--- config.mk ---
export PLATFORM = sky130hd
export DESIGN_NAME = ctg_top
export DESIGN_NICKNAME = d
export VERILOG_FILES = /design/src/rtl/ctg_pkg.sv /design/src/rtl/ctg_top.sv
export SDC_FILE = /design/constraint.sdc
export NUM_CORES = 2
export LEC_CHECK = 0
export ABC_AREA = 0
export ABC_CLOCK_PERIOD_IN_PS = 32700
export BUFFER_PORTS_ARGS = -buffer_cell sky130_fd_sc_hd__buf_4
export CORE_ASPECT_RATIO = 0.5
export CORE_MARGIN = 2
export CORE_UTILIZATION = 55
export CTS_BUF_LIST = sky130_fd_sc_hd__clkbuf_4 sky130_fd_sc_hd__clkbuf_8 sky130_fd_sc_hd__clkbuf_16
export CTS_CLUSTER_SIZE = 28
export DETAILED_ROUTE_END_ITERATION = 7
export GPL_TIMING_DRIVEN = 1
export HOLD_SLACK_MARGIN = 0.05
export PLACE_DENSITY = 0.68
export SLEW_MARGIN = 20
export SYNTH_ARGS = -nofsm -noshare
export SYNTH_HDL_FRONTEND = slang
export SYNTH_SLANG_ARGS = --single-unit
--- constraint.sdc ---
create_clock -name sys_clk -period 32.7 [get_ports sys_clk]
set_input_delay 4.905 -clock sys_clk [delete_from_list [all_inputs] [get_ports sys_clk]]
set_output_delay 4.905 -clock sys_clk [all_outputs]
set_load 0.005 [all_outputs]
--- src/rtl/ctg_pkg.sv ---
/*
  shared constants, register map and carrier types of the common-start
  time capture and grouping block.
  assumes a 50 MHz core clock and an AHB-Lite register port on that clock.
*/
package ctg_pkg;

  // ==========================================================
  // timing
  localparam int CLK_PS       = 20000;
  localparam int BIN_PS       = 100;
  localparam logic [31:0] BINS_PER_CLK = 32'(CLK_PS / BIN_PS);
  localparam int DLY_STEP_PS  = 200;
  localparam int DLY_MAX_PS   = 204600;
  localparam int DLY_DEPTH    = (DLY_MAX_PS + CLK_PS - 1) / CLK_PS;
  localparam int DLY_IW       = $clog2(DLY_DEPTH);
  localparam int TPG_LAT_PS   = 95000;
  localparam int TPG_LAT      = (TPG_LAT_PS / CLK_PS < 1) ? 1 : TPG_LAT_PS / CLK_PS;

  // ==========================================================
  // sizes and reset values
  localparam int N_IN   = 5;
  localparam int N_STOP = 4;
  localparam logic [12:0] MAX_HITS    = 13'h1F40;
  localparam logic [31:0] AT_M_RST    = 32'h0000_F424;
  localparam logic [4:0]  AT_N_RST    = 5'h00;
  localparam logic [31:0] LFSR_SEED   = 32'h0000_0001;
  localparam logic [31:0] STD_LIMIT   = 32'h0100_0000;
  localparam logic [31:0] EXT_LIMIT   = 32'h8000_0000;
  localparam logic        CONT_AVAIL  = 1'b1;

  // ==========================================================
  // register map (byte addresses)
  localparam logic [7:0] ADDR_CTRL     = 8'h00;
  localparam logic [7:0] ADDR_EDGE     = 8'h04;
  localparam logic [7:0] ADDR_AT_M     = 8'h08;
  localparam logic [7:0] ADDR_AT_N     = 8'h0C;
  localparam logic [7:0] ADDR_WIN_BASE = 8'h10;
  localparam logic [7:0] ADDR_DLY_BASE = 8'h20;
  localparam logic [7:0] ADDR_TPG_BASE = 8'h34;
  localparam logic [7:0] ADDR_STATUS   = 8'h48;

  localparam int CTRL_CAPTURE = 0;
  localparam int CTRL_GROUP   = 1;
  localparam int CTRL_EXT     = 2;
  localparam int CTRL_CONT    = 3;
  localparam int CTRL_INIT    = 4;
  localparam int EDGE_START_FALL = 8;
  localparam int TPG_DRIVE    = 8;
  localparam logic [31:0] TPG_WMASK = 32'h00FF_013F;

  // ==========================================================
  // types
  typedef enum logic [1:0] {CI_OFF, CI_GREEN, CI_YELLOW, CI_RED} ctg_ind_t;

  typedef struct packed {
    logic        hsel;
    logic [31:0] haddr;
    logic [1:0]  htrans;
    logic        hwrite;
    logic [2:0]  hsize;
    logic [31:0] hwdata;
    logic        hready;
  } ctg_ahb_req_t;

  typedef struct packed {
    logic        hreadyout;
    logic        hresp;
    logic [31:0] hrdata;
  } ctg_ahb_rsp_t;

  typedef struct packed {
    logic        is_start;
    logic [3:0]  rise;
    logic [3:0]  fall;
    logic [30:0] rel;
    logic [63:0] abs;
  } ctg_word_t;

  typedef struct packed {
    logic      valid;
    ctg_word_t word;
  } ctg_pkt_t;

  typedef struct packed {
    logic [4:0]                     ctrl;
    logic [8:0]                     edge_en;
    logic [31:0]                    at_m;
    logic [4:0]                     at_n;
    logic [3:0][31:0]               win;
    logic [4:0][9:0]                dly;
    logic [4:0][31:0]               tpg;
    logic                           wr_pend;
    logic [7:0]                     addr;
    logic [31:0]                    hrdata;
    logic [4:0]                     sync1;
    logic [4:0]                     sync2;
    logic [4:0]                     prev;
    logic [4:0][DLY_DEPTH-1:0]      sr;
    logic [63:0]                    abs_ts;
    logic [30:0]                    rel;
    logic                           grp_open;
    logic [12:0]                    hit_cnt;
    logic [31:0]                    lfsr;
    logic [31:0]                    at_cnt;
    logic [4:0][TPG_LAT-1:0]        lat;
    logic [4:0][7:0]                pcnt;
    logic [4:0]                     tpg_out;
    logic                           out_valid;
    ctg_word_t                      out_word;
    logic                           lost;
    logic                           seen_start;
    ctg_ind_t                       ind;
  } ctg_state_t;

  // byte address of the idx-th word of a register array
  function automatic logic [7:0] reg_at(input logic [7:0] base, input int idx);
    reg_at = 8'(int'(base) + idx * 4);
  endfunction

endpackage

--- src/rtl/ctg_top.sv ---
/*
  common-start time capture with grouping, auto-trigger, input delay and
  connector pattern generators; packets leave on a valid/ready word port.
  assumes connector inputs are asynchronous, the register master is
  AHB-Lite on sys_clk and the packet sink may stall at any time.
*/
// The placing of the registers and the AHB-Lite interface to the registers are this design's own decisions.
`timescale 1ns/100ps
module ctg_top (
  input  wire logic                  sys_clk,
  input  wire logic                  rstn,
  input  wire ctg_pkg::ctg_ahb_req_t ahb_req,
  output      ctg_pkg::ctg_ahb_rsp_t ahb_rsp,
  input  wire logic [4:0]            conn_in,
  output      logic [4:0]            conn_out,
  output      logic [4:0]            conn_oe,
  output      ctg_pkg::ctg_pkt_t     pkt,
  input  wire logic                  pkt_ready,
  output      ctg_pkg::ctg_ind_t     capture_indicator,
  output      logic                  init_indicator
);

  // ==========================================================
  // helpers
  function automatic logic [3:0] popcnt8(input logic [7:0] v);
    logic [3:0] c;
    c = 4'h0;
    for (int b = 0; b < 8; b++) begin
      c = c + 4'(v[b]);
    end
    popcnt8 = c;
  endfunction

  // delay steps to a tap of the per-input shift register
  function automatic logic [ctg_pkg::DLY_IW-1:0] dly_tap(input logic [9:0] steps);
    dly_tap = ctg_pkg::DLY_IW'(int'(steps) * ctg_pkg::DLY_STEP_PS / ctg_pkg::CLK_PS);
  endfunction

  function automatic logic [31:0] reg_read(input logic [7:0] a, input ctg_pkg::ctg_state_t s);
    logic [31:0] r;
    r = 32'h0000_0000;
    if (a == ctg_pkg::ADDR_CTRL) begin
      r = 32'(s.ctrl);
    end
    if (a == ctg_pkg::ADDR_EDGE) begin
      r = 32'(s.edge_en);
    end
    if (a == ctg_pkg::ADDR_AT_M) begin
      r = s.at_m;
    end
    if (a == ctg_pkg::ADDR_AT_N) begin
      r = 32'(s.at_n);
    end
    for (int i = 0; i < ctg_pkg::N_STOP; i++) begin
      if (a == ctg_pkg::reg_at(ctg_pkg::ADDR_WIN_BASE, i)) begin
        r = s.win[i];
      end
    end
    for (int i = 0; i < ctg_pkg::N_IN; i++) begin
      if (a == ctg_pkg::reg_at(ctg_pkg::ADDR_DLY_BASE, i)) begin
        r = 32'(s.dly[i]);
      end
      if (a == ctg_pkg::reg_at(ctg_pkg::ADDR_TPG_BASE, i)) begin
        r = s.tpg[i];
      end
    end
    if (a == ctg_pkg::ADDR_STATUS) begin
      r = {12'h000, s.lost, s.seen_start, s.ind, s.grp_open, s.out_valid, 1'b0, s.hit_cnt};
    end
    reg_read = r;
  endfunction

  // ==========================================================
  // state
  ctg_pkg::ctg_state_t q;
  ctg_pkg::ctg_state_t d;

  logic [4:0]   dval;
  logic [4:0]   rise;
  logic [4:0]   fall;
  logic [31:0]  rnd;
  logic         at_fire;
  logic         cap;
  logic         cont;
  logic         start_ev;
  logic [30:0]  cur_rel;
  logic [31:0]  nxt_rel;
  logic         ovf;
  logic [15:0]  max_close;
  logic [3:0]   in_win;
  logic         acc;
  logic [3:0]   hr;
  logic [3:0]   hf;
  logic [12:0]  hbase;
  logic [12:0]  hsum;
  logic [3:0]   pc;
  logic         emit;
  logic         trig;
  logic         accept;
  ctg_pkg::ctg_word_t word;

  always_comb begin
    d = q;
    trig = 1'b0;

    // ==========================================================
    // register writes, data phase of the previous accepted write
    if (q.wr_pend) begin
      if (q.addr == ctg_pkg::ADDR_CTRL) begin
        d.ctrl = ahb_req.hwdata[4:0];
      end
      if (q.addr == ctg_pkg::ADDR_EDGE) begin
        d.edge_en = ahb_req.hwdata[8:0];
      end
      if (q.addr == ctg_pkg::ADDR_AT_M) begin
        d.at_m = ahb_req.hwdata;
      end
      if (q.addr == ctg_pkg::ADDR_AT_N) begin
        d.at_n = ahb_req.hwdata[4:0];
      end
      for (int i = 0; i < ctg_pkg::N_STOP; i++) begin
        if (q.addr == ctg_pkg::reg_at(ctg_pkg::ADDR_WIN_BASE, i)) begin
          d.win[i] = ahb_req.hwdata;
        end
      end
      for (int i = 0; i < ctg_pkg::N_IN; i++) begin
        if (q.addr == ctg_pkg::reg_at(ctg_pkg::ADDR_DLY_BASE, i)) begin
          d.dly[i] = ahb_req.hwdata[9:0];
        end
        if (q.addr == ctg_pkg::reg_at(ctg_pkg::ADDR_TPG_BASE, i)) begin
          d.tpg[i] = ahb_req.hwdata & ctg_pkg::TPG_WMASK;
        end
      end
    end

    // address phase; read data taken from the updated copy
    accept = ahb_req.hsel & ahb_req.htrans[1] & ahb_req.hready;
    d.wr_pend = 1'b0;
    if (accept) begin
      d.addr = (ahb_req.haddr[31:8] == 24'h00_0000) ? ahb_req.haddr[7:0] : 8'hFF;
      d.wr_pend = ahb_req.hwrite;
      if (!ahb_req.hwrite) begin
        d.hrdata = reg_read(d.addr, d);
      end
    end

    // ==========================================================
    // input synchronisers and delay lines
    d.sync1 = conn_in;
    d.sync2 = q.sync1;
    for (int i = 0; i < ctg_pkg::N_IN; i++) begin
      d.sr[i] = {q.sr[i][ctg_pkg::DLY_DEPTH-2:0], q.sync2[i]};
      dval[i] = q.sr[i][dly_tap(q.dly[i])];
    end
    d.prev = dval;
    rise = dval & ~q.prev;
    fall = ~dval & q.prev;

    // ==========================================================
    // auto-trigger
    // free-running LFSR
    d.lfsr = {q.lfsr[30:0], q.lfsr[31] ^ q.lfsr[21] ^ q.lfsr[1] ^ q.lfsr[0]};
    rnd = q.lfsr & ((32'h0000_0001 << q.at_n) - 32'h0000_0001);
    at_fire = (q.at_cnt == 32'h0000_0000);
    if (at_fire) begin
      d.at_cnt = q.at_m + rnd - 32'h0000_0001;
    end else begin
      d.at_cnt = q.at_cnt - 32'h0000_0001;
    end

    // ==========================================================
    // capture and grouping
    cap = q.ctrl[ctg_pkg::CTRL_CAPTURE];
    cont = q.ctrl[ctg_pkg::CTRL_CONT] & ctg_pkg::CONT_AVAIL;
    if (cont) begin
      start_ev = cap & at_fire;
    end else if (q.edge_en[ctg_pkg::EDGE_START_FALL]) begin
      start_ev = cap & fall[0];
    end else begin
      start_ev = cap & rise[0];
    end

    d.abs_ts = q.abs_ts + 64'(ctg_pkg::BINS_PER_CLK);
    cur_rel = start_ev ? 31'h0000_0000 : q.rel;
    nxt_rel = {1'b0, cur_rel} + ctg_pkg::BINS_PER_CLK;
    if (q.ctrl[ctg_pkg::CTRL_EXT]) begin
      ovf = (nxt_rel >= ctg_pkg::EXT_LIMIT);
      d.rel = nxt_rel[30:0];
    end else begin
      ovf = (nxt_rel >= ctg_pkg::STD_LIMIT);
      d.rel = {7'h00, nxt_rel[23:0]};
    end

    max_close = 16'h0000;
    for (int c = 0; c < ctg_pkg::N_STOP; c++) begin
      if (q.win[c][31:16] > max_close) begin
        max_close = q.win[c][31:16];
      end
      in_win[c] = !q.ctrl[ctg_pkg::CTRL_GROUP] | cont |
                  ((cur_rel >= 31'(q.win[c][15:0])) && (cur_rel <= 31'(q.win[c][31:16])));
    end

    d.grp_open = cap & (start_ev | q.grp_open);
    if (!cont && (ovf || (q.ctrl[ctg_pkg::CTRL_GROUP] && nxt_rel > 32'(max_close)))) begin
      d.grp_open = 1'b0;
    end

    acc = cap & (start_ev | q.grp_open);
    hr = rise[4:1] & q.edge_en[3:0] & in_win & {4{acc}};
    hf = fall[4:1] & q.edge_en[7:4] & in_win & {4{acc}};

    hbase = start_ev ? 13'h0000 : q.hit_cnt;
    pc = popcnt8({hr, hf});
    hsum = hbase + 13'(pc);
    if (hsum > ctg_pkg::MAX_HITS) begin
      hr = 4'h0;
      hf = 4'h0;
      hsum = hbase;
    end
    d.hit_cnt = hsum;

    word.is_start = start_ev;
    word.rise = hr;
    word.fall = hf;
    word.rel = cur_rel;
    word.abs = q.abs_ts;
    emit = start_ev | (|hr) | (|hf);

    // ==========================================================
    // output word, one register stage; a stalled sink loses data
    if (q.out_valid & pkt_ready) begin
      d.out_valid = 1'b0;
    end
    if (emit) begin
      if (q.out_valid & !pkt_ready) begin
        d.lost = 1'b1;
      end else begin
        d.out_valid = 1'b1;
        d.out_word = word;
      end
    end

    if (!cap) begin
      d.lost = 1'b0;
      d.seen_start = 1'b0;
      d.ind = ctg_pkg::CI_OFF;
    end else begin
      d.seen_start = q.seen_start | start_ev;
      if (d.lost) begin
        d.ind = ctg_pkg::CI_RED;
      end else if (d.seen_start) begin
        d.ind = ctg_pkg::CI_YELLOW;
      end else begin
        d.ind = ctg_pkg::CI_GREEN;
      end
    end

    // ==========================================================
    // connector pattern generators
    for (int k = 0; k < ctg_pkg::N_IN; k++) begin
      trig = |(q.tpg[k][5:0] & {at_fire, rise});
      if (ctg_pkg::TPG_LAT > 1) begin
        d.lat[k] = {q.lat[k][ctg_pkg::TPG_LAT-2:0], trig};
      end else begin
        d.lat[k] = ctg_pkg::TPG_LAT'(trig);
      end
      if (q.lat[k][ctg_pkg::TPG_LAT-1]) begin
        d.pcnt[k] = q.tpg[k][23:16];
      end else if (q.pcnt[k] != 8'h00) begin
        d.pcnt[k] = q.pcnt[k] - 8'h01;
      end
      d.tpg_out[k] = (d.pcnt[k] != 8'h00);
    end
  end

  always_ff @(posedge sys_clk) begin
    if (!rstn) begin
      q <= '0;
      q.at_m <= ctg_pkg::AT_M_RST;
      q.at_n <= ctg_pkg::AT_N_RST;
      q.at_cnt <= ctg_pkg::AT_M_RST - 32'h0000_0001;
      q.lfsr <= ctg_pkg::LFSR_SEED;
    end else begin
      q <= d;
    end
  end

  // ==========================================================
  // outputs
  assign ahb_rsp.hreadyout = 1'b1;
  assign ahb_rsp.hresp = 1'b0;
  assign ahb_rsp.hrdata = q.hrdata;
  assign pkt.valid = q.out_valid;
  assign pkt.word = q.out_word;
  assign capture_indicator = q.ind;
  assign init_indicator = q.ctrl[ctg_pkg::CTRL_INIT];
  for (genvar k = 0; k < ctg_pkg::N_IN; k++) begin : g_conn
    assign conn_oe[k] = q.tpg[k][ctg_pkg::TPG_DRIVE];
    assign conn_out[k] = q.tpg_out[k];
  end

endmodule

-- Word level (Yosys, flattened, before mapping)
Cells that the tools add are included.
- add/sub/neg operators: 19
- multipliers: 5
- divide/modulo/power cells: 5
- order comparisons: 21
- eq/ne operators: 35
- shift-type cells: 1
- multiplexer cells: 78
- bitwise logic cells: 39
- reduce and logical (&&, ||, !) cells: 37
- operator list (kind ; count):
    32-bit 2-to-1 mux ; 29
    389-bit 2-to-1 mux ; 1
    32-bit by 16-bit divider with 32-bit output, second input constant ; 5
    8-bit by 6-bit == test with 1-bit output, second input constant ; 16
    31-bit by 16-bit greater-or-equal comparator with 1-bit output ; 4
    31-bit by 16-bit <= comparator with 1-bit output ; 4
    106-bit 2-to-1 mux ; 1
    105-bit 2-to-1 mux ; 1
    32-bit by 1-bit subtractor with 32-bit output, second input constant ; 3
    8-bit 2-to-1 mux ; 11
    8-bit nonzero test ; 10
    10-bit by 5-bit multiplier with 15-bit output, second input constant ; 5
    64-bit by 8-bit adder with 64-bit output, second input constant ; 1
    8-bit by 5-bit == test with 1-bit output, second input constant ; 8
    16-bit 2-to-1 mux ; 4
    10-bit 2-to-1 mux ; 5
    16-bit > comparator ; 3
    8-bit by 7-bit == test with 1-bit output, second input constant ; 5
    8-bit by 1-bit subtractor with 8-bit output, second input constant ; 5
    31-bit by 8-bit adder with 32-bit output, second input constant ; 1
    32-bit adder ; 1
    32-bit bitwise AND ; 1
    8-bit by 4-bit == test with 1-bit output, second input constant ; 4
    32-bit by 25-bit greater-or-equal comparator with 1-bit output, second input constant ; 1
    38 further kinds ; 111
- register bits after elaboration: 847
- bits in latches: 0
- bits in writable memories: 0
- bits in read-only memories: 0
- input port bits: 80
- output and inout port bits: 152
- word-level logic and storage cells: 296
- memories kept: 0

-- Logic depth before layout (Yosys ltp)
- depth in word-level cells: 30
- mapped depth: 74
- gate-level depth less buffers: 66

-- Worst setup path after synthesis
No wires, ideal clock.
- path kind: reg-to-reg
- from: register q[619] in the netlist's numbering
- to: register q (netlist bit pkt[81])
- library setup time: 0.072 ns
- arrival: 14.272 ns
- required time: 32.628 ns
- setup slack: 18.356 ns
- stages on the path, launching flop included: 71
- path buffers: 7
- period minus slack after synthesis: 14.344 ns
- cells stage by stage: dfxtp_1 > inv_1 > ha_1 > ha_1 > ha_1 > inv_1 > fa_1 > and2b_1 > o22a_1 > xor2_1 > or3_4 > a22oi_2 > mux2i_1 > or3b_1 > clkbuf_1 > a311o_1 > a32o_1 > a21oi_1 > (+35 left out) > fa_1 > inv_1 > fa_1 > fa_1 > nor2b_1 > o21ai_0 > nand2b_1 > and3_1 > nand2_1 > a221o_1 > nor3_1 > nor4_1 > nand3_1 > nand2_1 > a31oi_1 > buf_6 > buf_6 > mux2i_1
- longest elaborated chain between the ends: 29
- elaborated cells on any way between the ends: 51
- those cells by class: add/sub: 8; mul: 1; div: 1; order compare: 9; mux: 8; bitwise: 17; reduce/logical: 7
- ends and longest elaborated chain (what ; RTL line ; RTL):
    from (decl) ; ctg_top.sv:75 ; ctg_pkg::ctg_state_t q;
    10-bit by 5-bit multiplier with 15-bit output * ; ctg_top.sv:36 ; dly_tap = ctg_pkg::DLY_IW'(int'(steps) * ctg_pkg::DLY_STEP_PS / ctg_pkg::CLK_PS);
    32-bit by 16-bit divider with 32-bit output * ; ctg_top.sv:36 ;
    1-bit binary-select mux with 4-bit select * ; ctg_top.sv:153 ; dval[i] = q.sr[i][dly_tap(q.dly[i])];
    1-bit 2-to-1 mux (implied by the code) * ; ctg_top.sv:153 ;
    5-bit inverter ; ctg_top.sv:157 ; fall = ~dval & q.prev;
    5-bit bitwise AND ; ctg_top.sv:157 ;
    1-bit bitwise AND ; ctg_top.sv:178 ; start_ev = cap & fall[0];
    1-bit 2-to-1 mux * ; ctg_top.sv:177 ; end else if (q.edge_en[ctg_pkg::EDGE_START_FALL]) begin
    (+2 left out) ; n/a ;
    net cur_rel[1] ; ctg_top.sv:86 ; logic [30:0] cur_rel;
    (+8 left out) ; n/a ;
    4-bit by 1-bit adder with 4-bit output (4 in series) ; ctg_top.sv:29 ; c = c + 4'(v[b]);
    13-bit by 4-bit adder with 13-bit output ; ctg_top.sv:214 ; hsum = hbase + 13'(pc);
    13-bit > comparator ; ctg_top.sv:215 ; if (hsum > ctg_pkg::MAX_HITS) begin
    4-bit 2-to-1 mux ; ctg_top.sv:215 ;
    4-bit OR reduction ; ctg_top.sv:227 ; emit = start_ev | (|hr) | (|hf);
    1-bit bitwise OR ; ctg_top.sv:227 ;
    1-bit bitwise OR * ; ctg_top.sv:227 ;
    2-bit AND reduction (no line) * ; n/a ;
Mark *: on every way through the listed nets, which the timed path passes. The rest lies on a longest branch. The select of a mux whose other input is x is not followed.
A chain may end at the register's enable or synchronous reset.

-- Worst setup path in the final report
- from: register q[620] in the netlist's numbering
- to: register q (netlist bit pkt[12])
Same word-level chain as after synthesis.

==> flow_summary.json <==
{
  "worst_clock_skew_ps": 33.67,
  "post_drt_wl_per_cell_um": 20.06,
  "path_max_fanout": 57,
  "netlist.top_cell.by_area": "sky130_fd_sc_hd__dfxtp_1",
  "die-width_um": 449.1,
  "status": "finished clean",
  "fin_total_pwr_uw": 2418,
  "ctsHoldBuffers": 0,
  "first_iter_violations": 4008,
  "totalNegativeSetupSlack_ps": 0,
  "ctsLongestPathBuffers": 3,
  "groute.usage.overall_pct": 30.34,
  "ys_async_rst_share_pct": 0,
  "cp_data_arrival_time_ps": 19090,
  "cts_resized": 0,
  "cts_made_buffers": 79,
  "syn-mean-instance-area_um2": 8.231,
  "timing.critical_path.from_type": "flop",
  "p_leak_uw": 0.02524,
  "rsz0062_at_grt": "false",
  "synth-seq-cells": 841,
  "required_ps": 33290,
  "nNetsFinal": 7066,
  "via_count_of_the_first_global_routing_pass": 44940,
  "vdd_ir_drop_max_mv": 0.03741,
  "multi_input_gate_area_um2": 33610,
  "final-hold-violation-count": 0,
  "r2r-start": "q[620]",
  "layout_commonest_cell": "sky130_fd_sc_hd__dfxtp_1",
  "internal-power_uw": 1760,
  "regToRegEndpoint": "pkt[12]",
  "p_seq_share_pct": 44.6,
  "final_layout_size_suffix_gt1_share_pct": 8.534,
  "crit_path_max_incr_delay_ps": 850,
  "setup_violations": 0,
  "cts_tree": "built",
  "timing.final.crit_share_pct": 56.55,
  "setup.worst_path.end_class": "flop",
  "detail_route.drc_violations": 0,
  "synth_enable_flop_cells": 0,
  "synth.lib_cells_used.distinct": 120,
  "worst-r2r-cell-count": 67,
  "layout.filler_cells": 8866,
  "die_height_um": 226.5,
  "cts_htree_levels": 3,
  "rows": 81,
  "cpMaxStageDelayCell": "sky130_fd_sc_hd__buf_4",
  "firstDrtPassIters": 7,
  "worst_pin_slew_ps": 1172,
  "buffer_cell_driving_the_clock_tree_root": "sky130_fd_sc_hd__clkbuf_16",
  "syn-instance-count": 6618,
  "area_overhead_of_the_layout_relative_to_synthesis_pct": 7.745,
  "min_path_type": "flop to flop",
  "clock_share_of_power_pct": 41.8,
  "final_core_util_pct": 59.95,
  "core_area_um2": 97900,
  "timing.critical_path.from": "q[620]",
  "path_clk_slew_ps": 70,
  "power_switching_uw": 657.8,
  "slew_violations": 0,
  "detailedPlacementHpwl_um": 116800,
  "first_pass_grt_wire_length_um": 248800,
  "post-synth-top-area-fraction_pct": 30.91,
  "synth_area_um2": 54480,
  "pwr_density_cell_nw_per_um2": 41.20,
  "power.share.combinational_pct": 13.6,
  "worst-setup-path-type": "flop to flop",
  "synth.area.top_cells": "sky130_fd_sc_hd__dfxtp_1 31%, sky130_fd_sc_hd__ha_1 11%, sky130_fd_sc_hd__mux2i_1 8.3%",
  "route.final.wire_length_um": 158300,
  "power_switching_share_pct": 27.20,
  "clock_insertion_delay_worst_skew_ps": 700,
  "grt_antenna_before_repair": 3,
  "gr-total-overflow": 0,
  "yosysSeqAreaShare_pct": 30.91,
  "floorplan.io_pins": 232,
  "dieArea_um2": 101700,
  "grt_start_max_net_pins": 115,
  "cts_num_sinks": 841,
  "timing.slew.headroom_pct": 21.69,
  "start_util_pct": 55.64,
  "port_buffer_cells": 222,
  "gp_congestion": 0.9774,
  "max_cap_viol_count": 0,
  "commonest_non_fill_non_tap_cells_in_the_layout": "841 x sky130_fd_sc_hd__dfxtp_1, 760 x sky130_fd_sc_hd__nor2_1, 522 x sky130_fd_sc_hd__nand2_1",
  "clock.fmax_mhz": 54.07,
  "via_count_of_the_routed_design": 47470,
  "synth_warnings": 0,
  "cp-endpoint": "pkt[12]",
  "cts.repair_timing.setup_buffer_count": 0,
  "timing.final.crit_period_ps": 18490,
  "via_per_inst": 6.014,
  "synth-main-ff-cell": "sky130_fd_sc_hd__dfxtp_1",
  "seqCellArea_um2": 16840,
  "setup_slack_reg_to_reg_ps": 14210,
  "antenna_left": 0
}
==> registers in the layout, summed over array words and instances (netlist names) <==
signal,cells
pkt,102
cap,1
cont,1
ahb_rsp,32
d,106
init_indicator,1
conn_out,5
capture_indicator,2
q,586
conn_oe,5
==> metal layers <==
metal | global-route usage [%] | vias up | share of wire, %
met2 | 48.72 | 1481 | 44
met4 | 8.906 | 0 | 2.7
li1 | - | 22870 | -
met1 | 42.03 | 22860 | 46
met5 | 0 | - | 0
met3 | 4.860 | 252 | 6.8
==> cells by family (layout without fill, tap and decap cells) <==
group | Yosys count | after routing | share of synthesized area, %
AOI/OAI and AO/OA | 1256 | 1256 | 15.55
muxes | 486 | 486 | 9.017
other | 2 | 8 | 0.01379
and+or+nand+nor | 2347 | 2347 | 20.87
DFF | 841 | 841 | 30.91
xor gates and xnor gates | 265 | 265 | 4.302
adders and majority gates | 493 | 493 | 11.73
buffers and inverters | 928 | 869 | 7.612
==> through the flow <==
step | cells | area [µm²] | setup WS, ps | hold WS, ps
2_1_floorplan | 6621 | 54490 | 18360 | 411.9
3_3_place_gp | 7744 | 55850 | 14630 | 412.3
3_5_place_dp | 7744 | 55860 | 14450 | 416.9
4_1_cts | 7890 | 58670 | 14370 | 431.1
5_1_grt | 7892 | 58690 | 12880 | 457.1
6_report | 7893 | 58700 | 14210 | 432.0
==> critical path: cells and delay by family (launching register included) <==
kind	cells	cell delay, ps
AO/OA/AOI/OAI	25	6110
adder cells (fa/ha/maj)	10	4230
AND/OR/NAND/NOR	18	3490
buffers and inverters	10	2610
multiplexers	3	1100
flip-flops	1	590
XOR/XNOR	1	140
==> layout make-up <==
type	instances	share of cell area, %
Sequential cell	841	28.68
Antenna cell	3	0.01279
Clock buffer	109	3.993
Multi-Input combinational cell	4852	57.27
Tap cell	1328	2.831
Clock inverter	37	0.8058
Timing Repair Buffer	275	3.530
Inverter	448	2.878
==> synth_stat cells (41+ instances only) <==
master,instances
sky130_fd_sc_hd__nor3_1,148
sky130_fd_sc_hd__nand4_1,74
sky130_fd_sc_hd__xnor2_1,128
sky130_fd_sc_hd__or3_1,41
sky130_fd_sc_hd__dfxtp_1,841
sky130_fd_sc_hd__o211ai_1,43
sky130_fd_sc_hd__a21oi_1,270
sky130_fd_sc_hd__a211oi_1,69
sky130_fd_sc_hd__inv_1,448
sky130_fd_sc_hd__nor4_1,55
sky130_fd_sc_hd__xor2_1,134
sky130_fd_sc_hd__mux2i_1,451
sky130_fd_sc_hd__nor2_1,765
sky130_fd_sc_hd__nor2b_1,65
sky130_fd_sc_hd__a21o_1,64
sky130_fd_sc_hd__nand3_1,136
sky130_fd_sc_hd__clkbuf_1,291
sky130_fd_sc_hd__a31oi_1,51
sky130_fd_sc_hd__nand2_1,524
sky130_fd_sc_hd__o22ai_1,109
sky130_fd_sc_hd__o21ai_0,245
sky130_fd_sc_hd__nand2b_1,61
sky130_fd_sc_hd__and2_1,179
sky130_fd_sc_hd__and3_1,137
sky130_fd_sc_hd__buf_4,152
sky130_fd_sc_hd__ha_1,458
==> how the worst min path moves through the flow <==
stage	endpoint	startpoint	slack, ps	depth (start not counted)
floorplan	d[156]	d[155]	410	1
global placement	d[369]	d[409]	410	1
detailed placement	d[369]	d[409]	420	1
CTS	d[369]	d[409]	430	1
global route	d[381]	d[380]	460	1
finish	d[369]	d[409]	430	1
==> power groups by stage <==
stage,Combinational [µW],Sequential (µW),Clock [µW]
global route,373,1080,1070
CTS,327,1080,1020
detailed placement,323,1100,0
finish,330,1080,1010
global placement,315,1100,0
floorplan,253,1090,0
Power figures use the tool's default switching activity.
